<file path="src/pkg/fcr_regs.vh">
// Register addresses, field positions, reset values and timing constants of the flash control registers.
`ifndef FCR_REGS_VH
`define FCR_REGS_VH
`define FCR_ADDR_TORCH 8'ha0
`define FCR_ADDR_FLASH 8'hb0
`define FCR_ADDR_DUR 8'hc0
`define FCR_RST_TORCH 8'h50
`define FCR_RST_FLASH 8'h68
`define FCR_RST_DUR 8'h4f
`define FCR_RST_FCUR 4'hd
`define FCR_RST_LIM 2'h2
`define FCR_MODE_HI 2
`define FCR_MODE_LO 0
`define FCR_FCUR_HI 6
`define FCR_FCUR_LO 3
`define FCR_TRIG_BIT 7
`define FCR_TOUT_HI 4
`define FCR_TOUT_LO 0
`define FCR_LIM_HI 6
`define FCR_LIM_LO 5
`define FCR_DUR_WMASK 8'h7f
`define FCR_MODE_SHUT 3'h0
`define FCR_MODE_IND 3'h1
`define FCR_MODE_TORCH 3'h2
`define FCR_MODE_FLASH 3'h3
`define FCR_MODE_VOUT 3'h4
`define FCR_MODE_VIND 3'h5
`define FCR_MODE_VTORCH 3'h6
`define FCR_MODE_VFLASH 3'h7
`define FCR_STEP_MS 32
`define FCR_CLK_KHZ 200000
`define FCR_STEP_CYC (`FCR_STEP_MS * `FCR_CLK_KHZ)
`endif

</file>
<file path="src/design/fcr_step_timer.v">
// Flash timeout counter counting whole timeout steps.
`timescale 1ns/100ps
module fcr_step_timer #(
  parameter STEP_CYC = 6400000,
  parameter CW = 23
)
(
  clk,
  resetn,
  start,
  stop,
  code,
  running,
  expired
);
  input wire clk;
  input wire resetn;
  input wire start;
  input wire stop;
  input wire [4:0] code;
  output reg running;
  output reg expired;
  reg [CW-1:0] cyc_r;
  reg [4:0] steps_r;
  localparam [31:0] LAST_W = STEP_CYC - 1;
  localparam [CW-1:0] LAST = LAST_W[CW-1:0];
  always @(posedge clk or negedge resetn)
  begin
    if (!resetn)
    begin
      cyc_r <= {CW{1'b0}};
      steps_r <= 5'h00;
      running <= 1'b0;
      expired <= 1'b0;
    end
    else
    begin
      expired <= 1'b0;
      if (start)
      begin
        // The code is captured now; later writes do not stretch this flash.
        // The start cycle counts as the first of the step, so STEP_CYC must be at least two.
        cyc_r <= {{(CW-1){1'b0}}, 1'b1};
        steps_r <= code;
        running <= 1'b1;
      end
      else if (stop)
      begin
        running <= 1'b0;
      end
      else if (running)
      begin
        if (cyc_r == LAST)
        begin
          cyc_r <= {CW{1'b0}};
          if (steps_r == 5'h00)
          begin
            running <= 1'b0;
            expired <= 1'b1;
          end
          else
          begin
            steps_r <= steps_r - 5'h01;
          end
        end
        else
        begin
          cyc_r <= cyc_r + {{(CW-1){1'b0}}, 1'b1};
        end
      end
    end
  end
endmodule // fcr_step_timer

</file>
<file path="src/design/fcr_flash_ctrl.v">
// Flash brightness and flash duration registers with trigger and timeout control.
`timescale 1ns/100ps
`include "fcr_regs.vh"
module fcr_flash_ctrl #(
  parameter STEP_CYC = `FCR_STEP_CYC
)
(
  clk,
  resetn,
  reg_wr,
  reg_rd,
  reg_addr,
  reg_wdata,
  reg_rdata,
  trigger_in,
  torch_level_and_mode,
  flash_level_and_mode,
  flash_timing_and_limit,
  mode_shutdown,
  mode_indicator,
  mode_torch,
  mode_flash,
  voltage_output_select,
  flash_current_code,
  peak_limit_code,
  flash_on,
  flash_timed_out
);
  input wire clk;
  input wire resetn;
  input wire reg_wr;
  input wire reg_rd;
  input wire [7:0] reg_addr;
  input wire [7:0] reg_wdata;
  output reg [7:0] reg_rdata;
  input wire trigger_in;
  output reg [7:0] torch_level_and_mode;
  output reg [7:0] flash_level_and_mode;
  output reg [7:0] flash_timing_and_limit;
  output reg mode_shutdown;
  output reg mode_indicator;
  output reg mode_torch;
  output reg mode_flash;
  output reg voltage_output_select;
  output reg [3:0] flash_current_code;
  output reg [1:0] peak_limit_code;
  output reg flash_on;
  output reg flash_timed_out;

  localparam ST_IDLE = 3'b001;
  localparam ST_FLASH = 3'b010;
  localparam ST_WAITLOW = 3'b100;

  reg [2:0] state_r;
  reg [2:0] state_nxt;
  reg trig_d_r;
  wire trig_rise;
  wire [2:0] mode;
  wire flash_sel;
  wire edge_mode;
  wire tm_running;
  wire tm_expired;
  reg tm_start;
  reg tm_stop;

  assign mode = flash_level_and_mode[`FCR_MODE_HI:`FCR_MODE_LO];
  assign flash_sel = (mode == `FCR_MODE_FLASH) || (mode == `FCR_MODE_VFLASH);
  assign edge_mode = flash_level_and_mode[`FCR_TRIG_BIT];
  assign trig_rise = trigger_in & ~trig_d_r;

  fcr_step_timer #(
    .STEP_CYC(STEP_CYC),
    .CW(23)
  ) u_timer (
    .clk(clk),
    .resetn(resetn),
    .start(tm_start),
    .stop(tm_stop),
    .code(flash_timing_and_limit[`FCR_TOUT_HI:`FCR_TOUT_LO]),
    .running(tm_running),
    .expired(tm_expired)
  );

  always @*
  begin
    state_nxt = state_r;
    tm_start = 1'b0;
    tm_stop = 1'b0;
    case (state_r)
      ST_IDLE:
      begin
        if (flash_sel && trig_rise)
        begin
          state_nxt = ST_FLASH;
          tm_start = 1'b1;
        end
      end
      ST_FLASH:
      begin
        if (tm_expired)
        begin
          state_nxt = ST_IDLE;
        end
        else if (!flash_sel)
        begin
          state_nxt = ST_IDLE;
          tm_stop = 1'b1;
        end
        else if (!edge_mode && !trigger_in)
        begin
          // Level mode ends early on a low trigger.
          state_nxt = ST_IDLE;
          tm_stop = 1'b1;
        end
      end
      default:
      begin
        state_nxt = ST_IDLE;
      end
    endcase
  end

  always @(posedge clk or negedge resetn)
  begin
    if (!resetn)
    begin
      state_r <= ST_IDLE;
      trig_d_r <= 1'b0;
      torch_level_and_mode <= `FCR_RST_TORCH;
      flash_level_and_mode <= `FCR_RST_FLASH;
      flash_timing_and_limit <= `FCR_RST_DUR;
      reg_rdata <= 8'h00;
      flash_on <= 1'b0;
      flash_timed_out <= 1'b0;
    end
    else
    begin
      state_r <= state_nxt;
      trig_d_r <= trigger_in;
      flash_timed_out <= tm_expired;
      // A torch or flash register write in the same cycle as a timeout wins over the clear, so the host's value is kept.
      if (reg_wr && reg_addr == `FCR_ADDR_FLASH)
      begin
        flash_level_and_mode <= reg_wdata;
        torch_level_and_mode[`FCR_MODE_HI:`FCR_MODE_LO] <= reg_wdata[`FCR_MODE_HI:`FCR_MODE_LO];
      end
      else if (reg_wr && reg_addr == `FCR_ADDR_TORCH)
      begin
        torch_level_and_mode <= reg_wdata;
        flash_level_and_mode[`FCR_MODE_HI:`FCR_MODE_LO] <= reg_wdata[`FCR_MODE_HI:`FCR_MODE_LO];
      end
      else if (tm_expired && state_r == ST_FLASH)
      begin
        // Only the low two bits select flash, so the voltage-output bit survives.
        flash_level_and_mode[1:0] <= 2'b00;
        torch_level_and_mode[1:0] <= 2'b00;
      end
      if (reg_wr && reg_addr == `FCR_ADDR_DUR)
      begin
        flash_timing_and_limit <= reg_wdata & `FCR_DUR_WMASK;
      end
      if (reg_rd)
      begin
        case (reg_addr)
          `FCR_ADDR_TORCH:
          begin
            reg_rdata <= torch_level_and_mode;
          end
          `FCR_ADDR_FLASH:
          begin
            reg_rdata <= flash_level_and_mode;
          end
          `FCR_ADDR_DUR:
          begin
            reg_rdata <= flash_timing_and_limit & `FCR_DUR_WMASK;
          end
          default:
          begin
            reg_rdata <= 8'h00;
          end
        endcase
      end
      // The start cycle itself counts, so the current stands exactly one timeout long.
      flash_on <= (state_nxt == ST_FLASH) && (tm_running || tm_start);
    end
  end

  // Decoded outputs follow the registers one cycle late and reset to what the reset values decode to.
  always @(posedge clk or negedge resetn)
  begin
    if (!resetn)
    begin
      mode_shutdown <= 1'b1;
      mode_indicator <= 1'b0;
      mode_torch <= 1'b0;
      mode_flash <= 1'b0;
      voltage_output_select <= 1'b0;
      flash_current_code <= `FCR_RST_FCUR;
      peak_limit_code <= `FCR_RST_LIM;
    end
    else
    begin
      mode_shutdown <= (mode == `FCR_MODE_SHUT);
      mode_indicator <= (mode == `FCR_MODE_IND) || (mode == `FCR_MODE_VIND);
      mode_torch <= (mode == `FCR_MODE_TORCH) || (mode == `FCR_MODE_VTORCH);
      mode_flash <= flash_sel;
      voltage_output_select <= mode[2];
      flash_current_code <= flash_level_and_mode[`FCR_FCUR_HI:`FCR_FCUR_LO];
      peak_limit_code <= flash_timing_and_limit[`FCR_LIM_HI:`FCR_LIM_LO];
    end
  end
endmodule // fcr_flash_ctrl

</file>
<file path="config.mk">
export PLATFORM = sky130hd
export DESIGN_NAME = fcr_flash_ctrl
export DESIGN_NICKNAME = d
export VERILOG_FILES = /design/src/design/fcr_step_timer.v /design/src/design/fcr_flash_ctrl.v
export VERILOG_INCLUDE_DIRS = /design/src /design/src/pkg
export SDC_FILE = /design/constraint.sdc
export NUM_CORES = 1
export LEC_CHECK = 0
export BUFFER_PORTS_ARGS = -buffer_cell sky130_fd_sc_hd__buf_2
export CAP_MARGIN = 20
export CELL_PAD_IN_SITES_DETAIL_PLACEMENT = 0
export CELL_PAD_IN_SITES_GLOBAL_PLACEMENT = 1
export CORE_MARGIN = 2
export CORE_UTILIZATION = 49
export CTS_BUF_LIST = sky130_fd_sc_hd__clkbuf_4 sky130_fd_sc_hd__clkbuf_8
export DETAILED_ROUTE_END_ITERATION = 10
export PLACE_DENSITY = 0.89
export REMOVE_ABC_BUFFERS = 1
export SLEW_MARGIN = 20
export SYNTH_ARGS = -nofsm -noshare
export SYNTH_HDL_FRONTEND = slang
export SYNTH_HIERARCHICAL = 1
export SYNTH_SLANG_ARGS = --single-unit
</file>
<file path="constraint.sdc">
create_clock -name clk -period 6.3 [get_ports clk]
set_input_delay 0.945 -clock clk [delete_from_list [all_inputs] [get_ports clk]]
set_output_delay 0.945 -clock clk [all_outputs]
set_load 0.01 [all_outputs]
</file>
==> impl_metrics.py <==
metrics = {
    "timing": {
        "rsz0062_at_grt": "no",
        "clock.fmax_ghz": 0.353,
        "setup-tns-final_ns": 0,
        "slew_violations": 0,
        "hold_slack_ns": 0.383,
        "worst_pin_slew_ns": 0.920,
        "fin_skew_ns": 0.00790,
        "timing.final.crit_share_pct": 45.0,
        "fin_crit_ns": 2.83,
        "setup_viol": 0,
        "relSlewSlack_pct": 38.7,
        "hold_viol": 0,
    },
    "clocking": {
        "h-tree-depth": 3,
        "cts_made_buffers": 9,
        "clock_path_buffers": 2,
        "clkSinkCount": 75,
        "postCtsSetupRepairBufs": 0,
        "insertion_delay_ns": 0.34,
        "clkSlewWorstSetupHoldPaths_ns": 0.08,
        "cts.hold.buffers_added": 0,
        "post_cts_resized": 0,
        "cts-root-buf": "clkbuf_8",
        "cts_tree": "done",
    },
    "power_and_ir_drop": {
        "p_comb_share_pct": 7.1,
        "switchingPower_mw": 0.225,
        "ir_drop_v": 0.0000857,
        "leakage_nw": 1.90,
        "internal_power_mw": 0.733,
        "powerDensity_mw_per_mm2": 230,
        "pwr-share-clk_pct": 38.9,
        "netSwitchingFraction_pct": 23.5,
        "p_seq_share_pct": 54.0,
    },
    "yosys": {
        "yosysTopAreaCellShare_pct": 41.1,
        "ys_ff_latch": 75,
        "syn_area_sq_mm": 0.00360,
        "yosys-top-cells-area": "dfrtp_1 (41%), dfstp_2 (12%), mux2_2 (5.6%), a21oi_1 (2.2%), nor2_1 (2.2%)",
        "yosysWarnings": 6,
        "synth_cells": 324,
        "syn_area_per_cell_sq_um": 11.1,
        "synth_most_common_cell": "dfrtp_1",
        "synth_ff_type": "dfrtp_1",
        "synth_cell_types": 61,
        "async_flop_share_pct": 100,
        "yosys-top-cells-count": "dfrtp_1 (59), nor2_1 (21), nand2_1 (20)",
        "yosys.area.top_type": "dfrtp_1",
        "ys_seq_area_share_pct": 52.7,
        "synth_edf_count": 0,
    },
    "placed_design": {
        "gp_congestion": 0.825,
        "portBuffers": 64,
        "hpwlAfterDp_um": 5410,
    },
    "worst_hold_path": {
        "hold_path.class": "flip-flop to flip-flop",
    },
    "flow_run": {
        "maxCapViolCount": 0,
    },
    "global_route": {
        "gr-total-overflow": 0,
        "grt_pass1_vias": 2560,
        "grt_antenna_before_repair": 0,
        "grt_use_total_pct": 20.1,
        "grt_first_pass_wirelength_um": 12400,
        "grt_max_degree": 76,
    },
    "critical_path": {
        "cp_slowest_cell": "a2111o_1",
        "end_kind": "flip-flop",
        "cpPeakStageDelay_ns": 0.56,
        "path_class": "input pin to flip-flop",
        "cp.buffers_inverters": 3,
        "crit_path_start_kind": "input pin",
        "cp.required_ns": 6.57,
        "cp_data_arrival_time_ns": 3.10,
        "crit_family": "simple AND/OR/NAND/NOR gates",
        "path_max_fanout": 31,
        "crit_chain": "buf_2 > nand3b_1 > nor4_2 > buf_4 > inv_1 > a2111o_1 > or4_1 > a21oi_1",
    },
    "cells_and_area": {
        "drive_gt1_share_pct": 35.3,
        "num-nets-final": 406,
        "area_delta_synth_final_pct": 16.0,
        "multi_input_area_sq_mm": 0.00159,
        "seqCellArea_sq_mm": 0.00190,
        "fillers": 627,
        "n_antenna_cell": 0,
    },
    "drt": {
        "antenna_left": 0,
        "drt_pass1_iterations": 4,
        "viasPerCell": 5.72,
        "dr.first_iter.drc_count": 211,
        "drc_errors": 0,
        "vias": 2785,
        "drt-total-wl_um": 7660,
        "wl_per_cell_um": 15.7,
    },
    "die": {
        "num_rows": 31,
        "ios": 66,
        "fp.dieW_um": 89.7,
        "start_util_pct": 50.1,
        "die_area_sq_mm": 0.00804,
        "design.core.area_sq_mm": 0.00718,
        "die_y_um": 89.7,
    },
    "status": {
        "run_status": "complete, no violations",
    },
}
[final timing paths]
path                       slack [ns]  cells past startpoint               startpoint                     to
min in group asynchronous        0.81                      2                   resetn             state_r[2]
max in group asynchronous        4.89                      2                   resetn  voltage_output_select
setup reg to reg                 3.54                      7  flash_level_and_mode[0]      u_timer/cyc_r[22]
setup / recovery                 3.47                      8               trigger_in      u_timer/cyc_r[22]
hold reg to reg                  0.38                      0  flash_level_and_mode[5]  flash_current_code[2]
hold / removal                   0.38                      0  flash_level_and_mode[5]  flash_current_code[2]
[metal layers]
metal / GRT usage (%) / part of all wire (%)
met5: 0 / 0
met2: 30.3 / 48
met1: 28.4 / 45
met4: 8.96 / 1.5
met3: 3.56 / 4.9
[placed cells by master, fill, tap and decap left out, types with 4 or more instances in the layout]
master    netlist  routed
a22oi_1         4       4
a22o_1          5       5
buf_2           1      64
mux2_2         18      18
nand2_1        20      20
a21oi_1        16      16
nand4_1         5       5
o31ai_1         6       6
dfrtp_1        59      59
nor2b_1         9       9
nor2_1         21      21
o211ai_1        7       7
clkbuf_8        0      10
a31oi_1         4       4
or3_1          10      10
o21ai_0        11      11
nand3_1        12      12
nor3_1          7       7
dfstp_2        16      16
or4_1          10      10
inv_1           7       7
[sequential cells by signal, summed over array words and instances, names as in the netlist, 2 cells and up]
name	flops
u_timer/cyc_r	23
flash_level_and_mode	8
reg_rdata	8
flash_timing_and_limit	7
torch_level_and_mode	5
u_timer/steps_r	5
flash_current_code	4
state_r	3
peak_limit_code	2
[power by group through the flow]
stage / sequential, mW / combinational, mW / clock (mW)
finish: 0.517 / 0.0684 / 0.372
global route: 0.520 / 0.0778 / 0.403
CTS: 0.517 / 0.0696 / 0.381
detailed placement: 0.526 / 0.0695 / 0
global placement: 0.526 / 0.0683 / 0
floorplan: 0.531 / 0.0225 / 0
[per-stage QoR]
step	instance area [sq um]	setup WS, ns	cells	power (mW)	utilization, %
final	4170	3.47	487	0.958	58.1
after global routing	4170	3.25	487	1.00	58.1
after CTS	4170	3.46	487	0.968	58.1
after detailed placement	3970	3.11	471	0.596	55.3
after global placement	3970	3.16	471	0.594	55.3
after floorplan	3500	1.22	306	0.554	-
[final cells by class]
| type | count | share of cell area, % |
|---|---|---|
| inverters | 7 | 0.630 |
| well taps | 99 | 2.97 |
| repair buffers | 66 | 8.04 |
| clock buffers | 12 | 3.66 |
| flip-flops and latches | 75 | 45.5 |
| multi-input cells | 224 | 38.0 |
| clock inverters | 4 | 1.20 |
[logic make-up after synthesis]
logic type,Yosys count,share of synthesized area [%]
simple gates,128,22.5
mux,21,6.61
buf+inv,26,3.44
flops,75,52.7
compound gates,67,12.9
other cells,1,0.104
fa+ha+maj,2,0.696
xor+xnor,4,0.974
(Power assumes the default switching activity.)
